`config.mk`:
```
export PLATFORM = sky130hd
export DESIGN_NAME = kwi_keypad_wake
export DESIGN_NICKNAME = d
export VERILOG_FILES = /design/src/inc/kwi_pkg.sv /design/src/core/kwi_keypad_wake.sv
export SDC_FILE = /design/constraint.sdc
export NUM_CORES = 1
export LEC_CHECK = 0
export BUFFER_PORTS_ARGS = -buffer_cell sky130_fd_sc_hd__buf_2
export CAP_MARGIN = 20
export CORE_AREA = 5 5 72 74
export DETAILED_ROUTE_END_ITERATION = 8
export DIE_AREA = 0 0 77 79
export PLACE_DENSITY = 0.87
export SYNTH_ARGS = -nofsm -noshare
export SYNTH_HDL_FRONTEND = slang
export SYNTH_SLANG_ARGS = --single-unit
```
`constraint.sdc`:
```
create_clock -name ref_clk -period 1.6 [get_ports ref_clk]
set_input_delay 0.24 -clock ref_clk [delete_from_list [all_inputs] [get_ports ref_clk]]
set_output_delay 0.24 -clock ref_clk [all_outputs]
set_load 0.02 [all_outputs]
```
`src/inc/kwi_pkg.sv`:
```
/*
 * kwi_pkg: constants and carrier types for the keypad wake interrupt block.
 * Assumes a 32-bit APB register bus and a 40 MHz bus clock.
 */
package kwi_pkg;
   // -------------------------------------------------------------
   // register map
   // -------------------------------------------------------------
   // printed offsets are not word multiples, so they are indexes
   localparam logic [7:0] KWI_IDX_STATUS_CONTROL = 8'h1a;
   localparam logic [7:0] KWI_IDX_PIN_ENABLE = 8'h1b;
   localparam logic [7:0] KWI_IDX_BREAK_CONTROL = 8'h1c;
   localparam logic [7:0] KWI_IDX_PORT_DIRECTION = 8'h1d;
   localparam logic [7:0] KWI_IDX_PIN_LEVEL = 8'h1e;
   localparam int KWI_BYTES_PER_WORD = 4;
   localparam int KWI_ADDR_W = 12;

   // -------------------------------------------------------------
   // status/control and break control field positions
   // -------------------------------------------------------------
   localparam int KWI_BIT_PENDING = 3;
   localparam int KWI_BIT_ACK = 2;
   localparam int KWI_BIT_MASK = 1;
   localparam int KWI_BIT_SENSE = 0;
   localparam int KWI_BIT_BREAK_CLR = 0;

   // -------------------------------------------------------------
   // geometry and reset values
   // -------------------------------------------------------------
   localparam int KWI_NUM_PINS = 5;
   localparam logic [4:0] KWI_ENABLE_RST = 5'h00;
   localparam logic [4:0] KWI_DIR_RST = 5'h00;
   localparam logic [4:0] KWI_PINS_IDLE = 5'h1f;

   // sensitivity selection
   typedef enum logic [0:0] {
      KWI_EDGE_ONLY = 1'b0,
      KWI_EDGE_LEVEL = 1'b1
   } kwi_sense_t;

   // apb request carrier
   typedef struct packed {
      logic sel;
      logic enable;
      logic write;
      logic [KWI_ADDR_W-1:0] addr;
      logic [31:0] wdata;
   } kwi_apb_req_t;

   // apb answer carrier
   typedef struct packed {
      logic ready;
      logic slverr;
      logic [31:0] rdata;
   } kwi_apb_rsp_t;

   // whole state of the block
   typedef struct packed {
      logic [4:0] pinMeta;
      logic [4:0] pinSync;
      logic [4:0] enable;
      logic [4:0] direction;
      logic mask;
      kwi_sense_t sense;
      logic breakClr;
      logic pending;
      logic allHigh;
      logic ackSeen;
      logic [31:0] rdata;
   } kwi_state_t;
endpackage : kwi_pkg

```
`src/core/kwi_keypad_wake.sv`:
```
/*
 * kwi_keypad_wake: keypad wake interrupt with APB register access.
 * Assumes pins arrive asynchronously, vector fetch strobe and break flag
 * come from logic on ref_clk, and pads resolve pull-up/direction outside.
 */
// The implementer's own choice: register access over APB.
// Overview of operation
// - five keypad pins, each with enable bit, feed one shared request
// - enabled pin gets pull-up and is forced to input
// - request latched when enabled pins go low after all were high
// - edge-only: no new request while another enabled pin is low
// - edge-and-level: clear needs acknowledge and all enabled pins high
// - acknowledge comes from vector fetch or writing 1 to ack bit
// - edge-only: acknowledge clears the request at once
// - falling edge after acknowledge latches a fresh request
// - unmasked pending request drives CPU interrupt, vector FFDE/FFDF
// - reset clears request and selects edge-only
// - pending flag reads 1 when latched, ignores mask, reset clears
// - ack bit write-only, reads 0, writing 1 clears request
// - mask bit 1 blocks interrupt line, reset clears it
// - sensitivity bit 1 edges plus levels, 0 edges only
// - upper four status bits read as zero
// - reset clears all pin enable bits
// - logic runs in wait and stop; unmasked request wakes CPU
// - in break, ack write clears flag only when break clear enable set
// - pin level readable only when its direction bit is 0
`timescale 1ns/1ps
module kwi_keypad_wake #(
   parameter int NUM_PINS = kwi_pkg::KWI_NUM_PINS
) (
   // clock and reset
   input wire logic ref_clk,
   input wire logic reset_n,
   // apb slave
   input wire logic psel,
   input wire logic penable,
   input wire logic pwrite,
   input wire logic [11:0] paddr,
   input wire logic [3:0] pstrb,
   input wire logic [31:0] pwdata,
   output logic [31:0] prdata,
   output logic pready,
   output logic pslverr,
   // keypad pins and pad control
   input wire logic [NUM_PINS-1:0] keyPin,
   output logic [NUM_PINS-1:0] pullUpEnable,
   output logic [NUM_PINS-1:0] forceInput,
   // cpu side
   input wire logic vectorFetch,
   input wire logic breakState,
   output logic keypadIrq,
   output logic wakeRequest
);

   // -------------------------------------------------------------
   // bus decode
   // -------------------------------------------------------------
   kwi_pkg::kwi_apb_req_t req;
   kwi_pkg::kwi_apb_rsp_t rsp;
   kwi_pkg::kwi_state_t state_ff;
   kwi_pkg::kwi_state_t nxt_state;
   logic access;
   logic wrLow;
   logic hitStat;
   logic hitEn;
   logic hitBrk;
   logic hitDir;
   logic hitLvl;
   logic mapped;
   logic ackWrite;
   logic ackEvent;
   logic [4:0] enPins;
   logic anyLow;
   logic rdSetup;

   // word-aligned indexes; byte lane 0 carries every register
   function automatic logic hit(input logic [11:0] a, input logic [7:0] i);
      hit = (a == 12'(i * kwi_pkg::KWI_BYTES_PER_WORD));
   endfunction : hit

   assign req = '{sel: psel, enable: penable, write: pwrite,
                  addr: paddr, wdata: pwdata};
   assign access = req.sel & req.enable;
   assign rdSetup = req.sel & ~req.enable & ~req.write;
   assign wrLow = access & req.write & pstrb[0];
   assign hitStat = hit(req.addr, kwi_pkg::KWI_IDX_STATUS_CONTROL);
   assign hitEn = hit(req.addr, kwi_pkg::KWI_IDX_PIN_ENABLE);
   assign hitBrk = hit(req.addr, kwi_pkg::KWI_IDX_BREAK_CONTROL);
   assign hitDir = hit(req.addr, kwi_pkg::KWI_IDX_PORT_DIRECTION);
   assign hitLvl = hit(req.addr, kwi_pkg::KWI_IDX_PIN_LEVEL);
   assign mapped = hitStat | hitEn | hitBrk | hitDir | hitLvl;

   // -------------------------------------------------------------
   // acknowledge and pin view
   // -------------------------------------------------------------
   // a break-time ack write is dropped unless break clear is allowed
   assign ackWrite = wrLow & hitStat & req.wdata[kwi_pkg::KWI_BIT_ACK]
                     & (~breakState | state_ff.breakClr);
   assign ackEvent = ackWrite | vectorFetch;
   assign enPins = state_ff.enable & ~state_ff.pinSync;
   assign anyLow = |enPins;

   // -------------------------------------------------------------
   // next state
   // -------------------------------------------------------------
   always_comb begin
      nxt_state = state_ff;
      // two-stage synchroniser, first stage read by second only
      nxt_state.pinMeta = keyPin;
      nxt_state.pinSync = state_ff.pinMeta;
      // armed only once every enabled pin has been high
      nxt_state.allHigh = ~anyLow;
      // register writes
      if (wrLow && hitStat) begin
         nxt_state.mask = req.wdata[kwi_pkg::KWI_BIT_MASK];
         nxt_state.sense = kwi_pkg::kwi_sense_t'(
            req.wdata[kwi_pkg::KWI_BIT_SENSE]);
      end
      if (wrLow && hitEn) begin
         nxt_state.enable = req.wdata[4:0];
      end
      if (wrLow && hitBrk) begin
         nxt_state.breakClr = req.wdata[kwi_pkg::KWI_BIT_BREAK_CLR];
      end
      if (wrLow && hitDir) begin
         nxt_state.direction = req.wdata[4:0];
      end
      // a level-mode ack is kept until every enabled pin is high again
      if (state_ff.sense == kwi_pkg::KWI_EDGE_ONLY) begin
         nxt_state.ackSeen = 1'b0;
      end else if (ackEvent && anyLow) begin
         nxt_state.ackSeen = 1'b1;
      end
      // clear first so that a same-cycle set wins
      if (ackEvent) begin
         if (state_ff.sense == kwi_pkg::KWI_EDGE_ONLY) begin
            nxt_state.pending = 1'b0;
         end
      end
      // level mode: ack and release may come in either order
      if (state_ff.sense == kwi_pkg::KWI_EDGE_LEVEL
          && (ackEvent || state_ff.ackSeen) && !anyLow) begin
         nxt_state.pending = 1'b0;
         nxt_state.ackSeen = 1'b0;
      end
      // new falling edge after all high; acks never block it
      if (anyLow && state_ff.allHigh) begin
         nxt_state.pending = 1'b1;
         nxt_state.ackSeen = 1'b0;
      end
      // level mode keeps the request alive while a pin is low
      if (state_ff.sense == kwi_pkg::KWI_EDGE_LEVEL && anyLow) begin
         nxt_state.pending = 1'b1;
      end
      // read data
      // captured in setup and held, so the access phase sees a settled word
      if (rdSetup) begin
         nxt_state.rdata = 32'h0000_0000;
         if (hitStat) begin
            // upper nibble and ack read as zero
            nxt_state.rdata[kwi_pkg::KWI_BIT_PENDING] =
               state_ff.pending;
            nxt_state.rdata[kwi_pkg::KWI_BIT_MASK] = state_ff.mask;
            nxt_state.rdata[kwi_pkg::KWI_BIT_SENSE] = state_ff.sense;
         end else if (hitEn) begin
            nxt_state.rdata[4:0] = state_ff.enable;
         end else if (hitBrk) begin
            nxt_state.rdata[kwi_pkg::KWI_BIT_BREAK_CLR] = state_ff.breakClr;
         end else if (hitDir) begin
            nxt_state.rdata[4:0] = state_ff.direction;
         end else if (hitLvl) begin
            // outputs read zero; pin only where direction is input
            nxt_state.rdata[4:0] = state_ff.pinSync
                                   & ~state_ff.direction;
         end
      end
   end

   // -------------------------------------------------------------
   // state register
   // -------------------------------------------------------------
   always_ff @(posedge ref_clk or negedge reset_n) begin
      if (!reset_n) begin
         state_ff.pinMeta <= kwi_pkg::KWI_PINS_IDLE;
         state_ff.pinSync <= kwi_pkg::KWI_PINS_IDLE;
         state_ff.enable <= kwi_pkg::KWI_ENABLE_RST;
         state_ff.direction <= kwi_pkg::KWI_DIR_RST;
         state_ff.mask <= 1'b0;
         state_ff.sense <= kwi_pkg::KWI_EDGE_ONLY;
         state_ff.breakClr <= 1'b0;
         state_ff.pending <= 1'b0;
         state_ff.allHigh <= 1'b1;
         state_ff.ackSeen <= 1'b0;
         state_ff.rdata <= 32'h0000_0000;
      end else begin
         state_ff <= nxt_state;
      end
   end

   // -------------------------------------------------------------
   // outputs
   // -------------------------------------------------------------
   // zero-wait slave; unmapped addresses answer with an error
   assign rsp = '{ready: 1'b1, slverr: access & ~mapped,
                  rdata: state_ff.rdata};
   assign pready = rsp.ready;
   assign pslverr = rsp.slverr;
   assign prdata = rsp.rdata;
   assign pullUpEnable = state_ff.enable;
   assign forceInput = state_ff.enable;
   // no clock gating here, so this works in wait and stop
   assign keypadIrq = state_ff.pending & ~state_ff.mask;
   assign wakeRequest = keypadIrq;
endmodule : kwi_keypad_wake

```
; ---- After elaboration in Yosys (flattened, before gate mapping)
; Index checks and enable logic that the tools add are counted.
[totals]
word_cells = 76
output_inout_bits = 46
ff_bits = 31
ramBits = 0
latch_bits = 0
romBits = 0
mem_count = 0
input_bits = 60
[classes]
magnitude_cmp = 0
reduce_logical = 14
n_addsub = 0
multipliers = 0
mux = 18
shift = 0
n_div = 0
bitwise = 26
eq_ne = 7
[ops]
columns = op, count
row1 = $eq A12 B7 Y1 const B, 5
row2 = $mux W5, 3
row3 = $mux W1, 13
row4 = $and A1 B1 Y1, 10
row5 = $and A5 B5 Y5, 2
row6 = $not A5 Y5, 2
row7 = $logic_and A1 B1 Y1, 9
row8 = $ne A4 B1 Y1 const B, 2
row9 = $not A1 Y1, 6
row10 = $or A1 B1 Y1, 6
row11 = $reduce_or A5 Y1, 1
row12 = $mux W4, 1
row13 = $reduce_bool A4 Y1, 1
row14 = $mux W2, 1
row15 = $reduce_and A2 Y1, 1
row16 = $logic_not A1 Y1, 1
row17 = $logic_or A1 B1 Y1, 1

; ---- Logic depth before layout (Yosys ltp)
[depth]
ltp_word = 13
ltp_mapped = 6
depth_no_buf = 4

; ---- Worst setup path after synthesis
; No wires, ideal clock.
[synth_timing]
path_kind = input to register
from = in paddr[2]
to = reg state_ff[38] (netlist bit)
arrival_time_ns = 1.573
t_required_ns = 1.475
n_path_buf = 1
path_slack_ns = -0.098
stages = 4
setup_time_ns = 0.125
cell_sequence = clkbuf_1 > or4b_1 > nor4_4 > mux2_2
[synth_via]
elab_chain_cells = 2
[synth_rtl]
columns = item, line_no
row1 = from (decl), kwi_keypad_wake.sv:38  ; input wire logic [11:0] paddr,
row2 = $eq A12 B7 Y1, kwi_keypad_wake.sv:78  ; hit = (a == 12'(i * kwi_pkg::KWI_BYTES_PER_WORD));
row3 = $logic_and A1 B1 Y1, kwi_keypad_wake.sv:125  ; if (wrLow && hitDir) begin
row4 = to (signal assigned), kwi_keypad_wake.sv:196  ; state_ff <= nxt_state;
row5 = to (decl), kwi_keypad_wake.sv:60  ; kwi_pkg::kwi_state_t state_ff;
; No other way between the ends.
; A chain may end at the register's enable or synchronous reset.

; ---- Worst setup path in the final report
[layout_timing]
from = in paddr[11]
to = out pslverr
[layout_via]
elab_chain_cells = 7
elab_cells_between_ends = 11
classes_between = 5 x eq/ne / 6 x bitwise
[layout_rtl]
columns = item, line_no
row1 = $eq A12 B7 Y1, kwi_keypad_wake.sv:78
row2 = $or A1 B1 Y1 (3 in a row), kwi_keypad_wake.sv:91  ; assign mapped = hitStat | hitEn | hitBrk | hitDir | hitLvl;
row3 = $or A1 B1 Y1 *, kwi_keypad_wake.sv:91
row4 = $not A1 Y1 *, kwi_keypad_wake.sv:204  ; assign rsp = '{ready: 1'b1, slverr: access & ~mapped,
row5 = $and A1 B1 Y1 *, kwi_keypad_wake.sv:204
row6 = to (decl), kwi_keypad_wake.sv:43  ; output logic pslverr,
; Mark *: on every way between the ends. The rest lies on a longest branch, timed or not.

==> flow_metrics.tcl <==
set metrics [dict create \
    grt_pass1_wl_um 6870 \
    final_common_cell "buf_2" \
    antenna_cells 0 \
    dieArea_sq_um 6080 \
    timing.rr.end "state_ff[32]$_DFFE_PN0P_" \
    post-route-util_pct 50.0 \
    gp_congestion 0.942 \
    area_delta_synth_final_pct 19.8 \
    maxCapViolCount 0 \
    layout-drive-gt1-share_pct 47.3 \
    rr_startpoint "state_ff[35]$_DFFE_PN0P_" \
    synth_area_per_cell_sq_um 10.5 \
    synth-edff-count 0 \
    fin_crit_sh_pct 96.1 \
    topRoutingLayerUsed "met4" \
    ys_types 39 \
    yosys_register_bits 31 \
    ys_warn_count 0 \
    io_buffers 47 \
    cts_buffer_depth 2 \
    crit_type "primary input to output port" \
    cts-root-buf "clkbuf_8" \
    slowest_delay_ns 0.48 \
    synthesis.area_sq_um 1890 \
    clock_skew_ns 0.0108 \
    synth_top_area_share_pct 26.5 \
    start_util_pct 41.7 \
    final_nets 300 \
    drt.antenna.violating_nets 0 \
    drc 0 \
    place_hpwl_um 3370 \
    clock-sinks 31 \
    grt_overflow_total 0 \
    cp_slowest_cell "or3_1" \
    wl_met3_um 360 \
    r2r_setup_slack_ns 0.13 \
    crit_fanout 6 \
    synthTopCellsByArea "dfrtp_1, buf_4, dfstp_2, mux2_2, o21ai_0" \
    synth_ff_type "dfrtp_1" \
    numCtsBuffers 5 \
    io_pins 106 \
    finalHoldWorstSlack_ns -0.0184 \
    reg2reg_depth 4 \
    fin_setup_tns_ns 0 \
    path_clk_slew_ns 0.07 \
    grt_pass1_vias 1496 \
    rsz0062_at_grt "no" \
    postPlaceCellArea_sq_um 2150 \
    fin_crit_ns 1.54 \
    grt_max_degree 32 \
    cts.htree.levels 2 \
    cts_tree "done" \
    start_kind "primary input" \
    drv_slew 0 \
    setup_slack_ns 0.0622 \
    max_freq_mhz 650 \
    die_h_um 79 \
    dr_wl_met2_um 2040 \
    leakagePower_nw 1.12 \
    rows 25 \
    power_mw 1.72 \
    place_ws_ns -0.168 \
    worstMarginPinSlew_ns 0.684 \
    p_per_area_nw_per_um2 759 \
    crit_top_cell "buf_2" \
    end_kind "output port" \
    drtIter0Drc 98 \
    die_w_um 77 \
    vias 1470 \
    hold_viol 16 \
    ys_seq_area_share_pct 41.7 \
    setup-violations-final 0 \
    hold_buffers 0 \
    async_flop_share_pct 100 \
    dpl.cell_count 286 \
    arrival_ns 1.30 \
    stdcell_count 295 \
    status "finished with violations" \
    stdcell_area_sq_um 2270 \
    violations "negative hold slack" \
    final_cell_mix "buf_2, conb_1, buf_4, dfrtp_1, dfstp_2" \
    synthCells 181 \
    finalWirelength_um 4330 \
    clk_latency_ns 0.29 \
    coreArea_sq_um 4540 \
    required_ns 1.36 \
    antenna_found_initial 0 \
    hp-class "primary input to async pin" \
    slew-limit-headroom_pct 54.4 \
    vias_per_cell 4.98 \
    crit_path_cell_trace "buf_2 -> or3_1 -> nor2_4 -> a31oi_1 -> buf_2" \
    drtPass1Iterations 4 \
    grt_usage_pct 14.2 \
    yosysTopAreaCell "dfrtp_1" \
    wl_per_cell_um 14.7 \
    wl_met1_um 1790 \
    vdd_ir_drop_max_v 0.000377 \
]
[routing by layer]
| metal | up-vias | global-route usage, % |
|---|---|---|
| met2 | 66 | 22.2 |
| met1 | 692 | 17.0 |
| li1 | 700 | - |
| met3 | 12 | 4.65 |
| met5 | - | 0 |
| met4 | 0 | 8.42 |
[kinds of logic after synthesis]
group / after synthesis / synth area share [%]
muxes: 11 / 6.55
DFF: 31 / 41.7
other: 2 / 0.397
buffers and inverters: 55 / 19.6
and+or+nand+nor: 50 / 20.8
AOI/OAI and AO/OA: 32 / 10.8
[cells in the mapped netlist (4+ instances only)]
cell and number:
buf_4 44, nand2_1 6, nor4b_1 5, nor2_1 5, mux2_2 11, dfstp_2 11
inv_1 9, nor2b_1 4, a21oi_1 8, o21ai_0 9, o22ai_1 4, a32oi_1 5
dfrtp_1 20
[how the worst max path moves through the flow]
stage / from / endpoint / slack, ns / cells past startpoint
after floorplan: paddr[2] / state_ff[38]$_DFFE_PN0P_ / -0.07 / 4
after global placement: paddr[11] / state_ff[38]$_DFFE_PN0P_ / -0.13 / 5
after detailed placement: paddr[8] / prdata[2]$_DFFE_PN0P_ / -0.17 / 6
after CTS: paddr[8] / pslverr / 0.02 / 5
after global routing: paddr[8] / prdata[2]$_DFFE_PN0P_ / 0.01 / 6
final: paddr[11] / pslverr / 0.06 / 5
[report_power, final]
group          internal, mW  switching (mW)  total [mW]
logic                 0.101           0.190       0.290
clock network         0.297           0.292       0.589
registers             0.827          0.0147       0.842
total                  1.22           0.497        1.72
[state kept, by name, summed over array words and instances (netlist names)]
register,count
prdata,5
nxt_state,5
forceInput,5
state_ff,16
[final cells by class]
| cell class | instances | area, sq um |
|---|---|---|
| well taps | 54 | 67.6 |
| multi-input cells | 121 | 870 |
| repair buffers | 72 | 423 |
| clock buffers | 5 | 68.8 |
| flip-flops and latches | 31 | 790 |
| fillers | 416 | 2270 |
| clock inverters | 3 | 15.0 |
| inverters | 9 | 33.8 |
[critical path, delay by kind of cell]
family | cells | cell delay (ns)
AND/OR/NAND/NOR | 2 | 0.67
buffers and inverters | 2 | 0.28
AO/OA/AOI/OAI | 1 | 0.11
[repair_timing]
item                                    CTS  global route
resized for setup                         1             4
buffers inserted                          0             1
endpoints found under the setup margin    1             4
hold endpoints to repair                  0             0
Power figures use the tool's default switching activity.
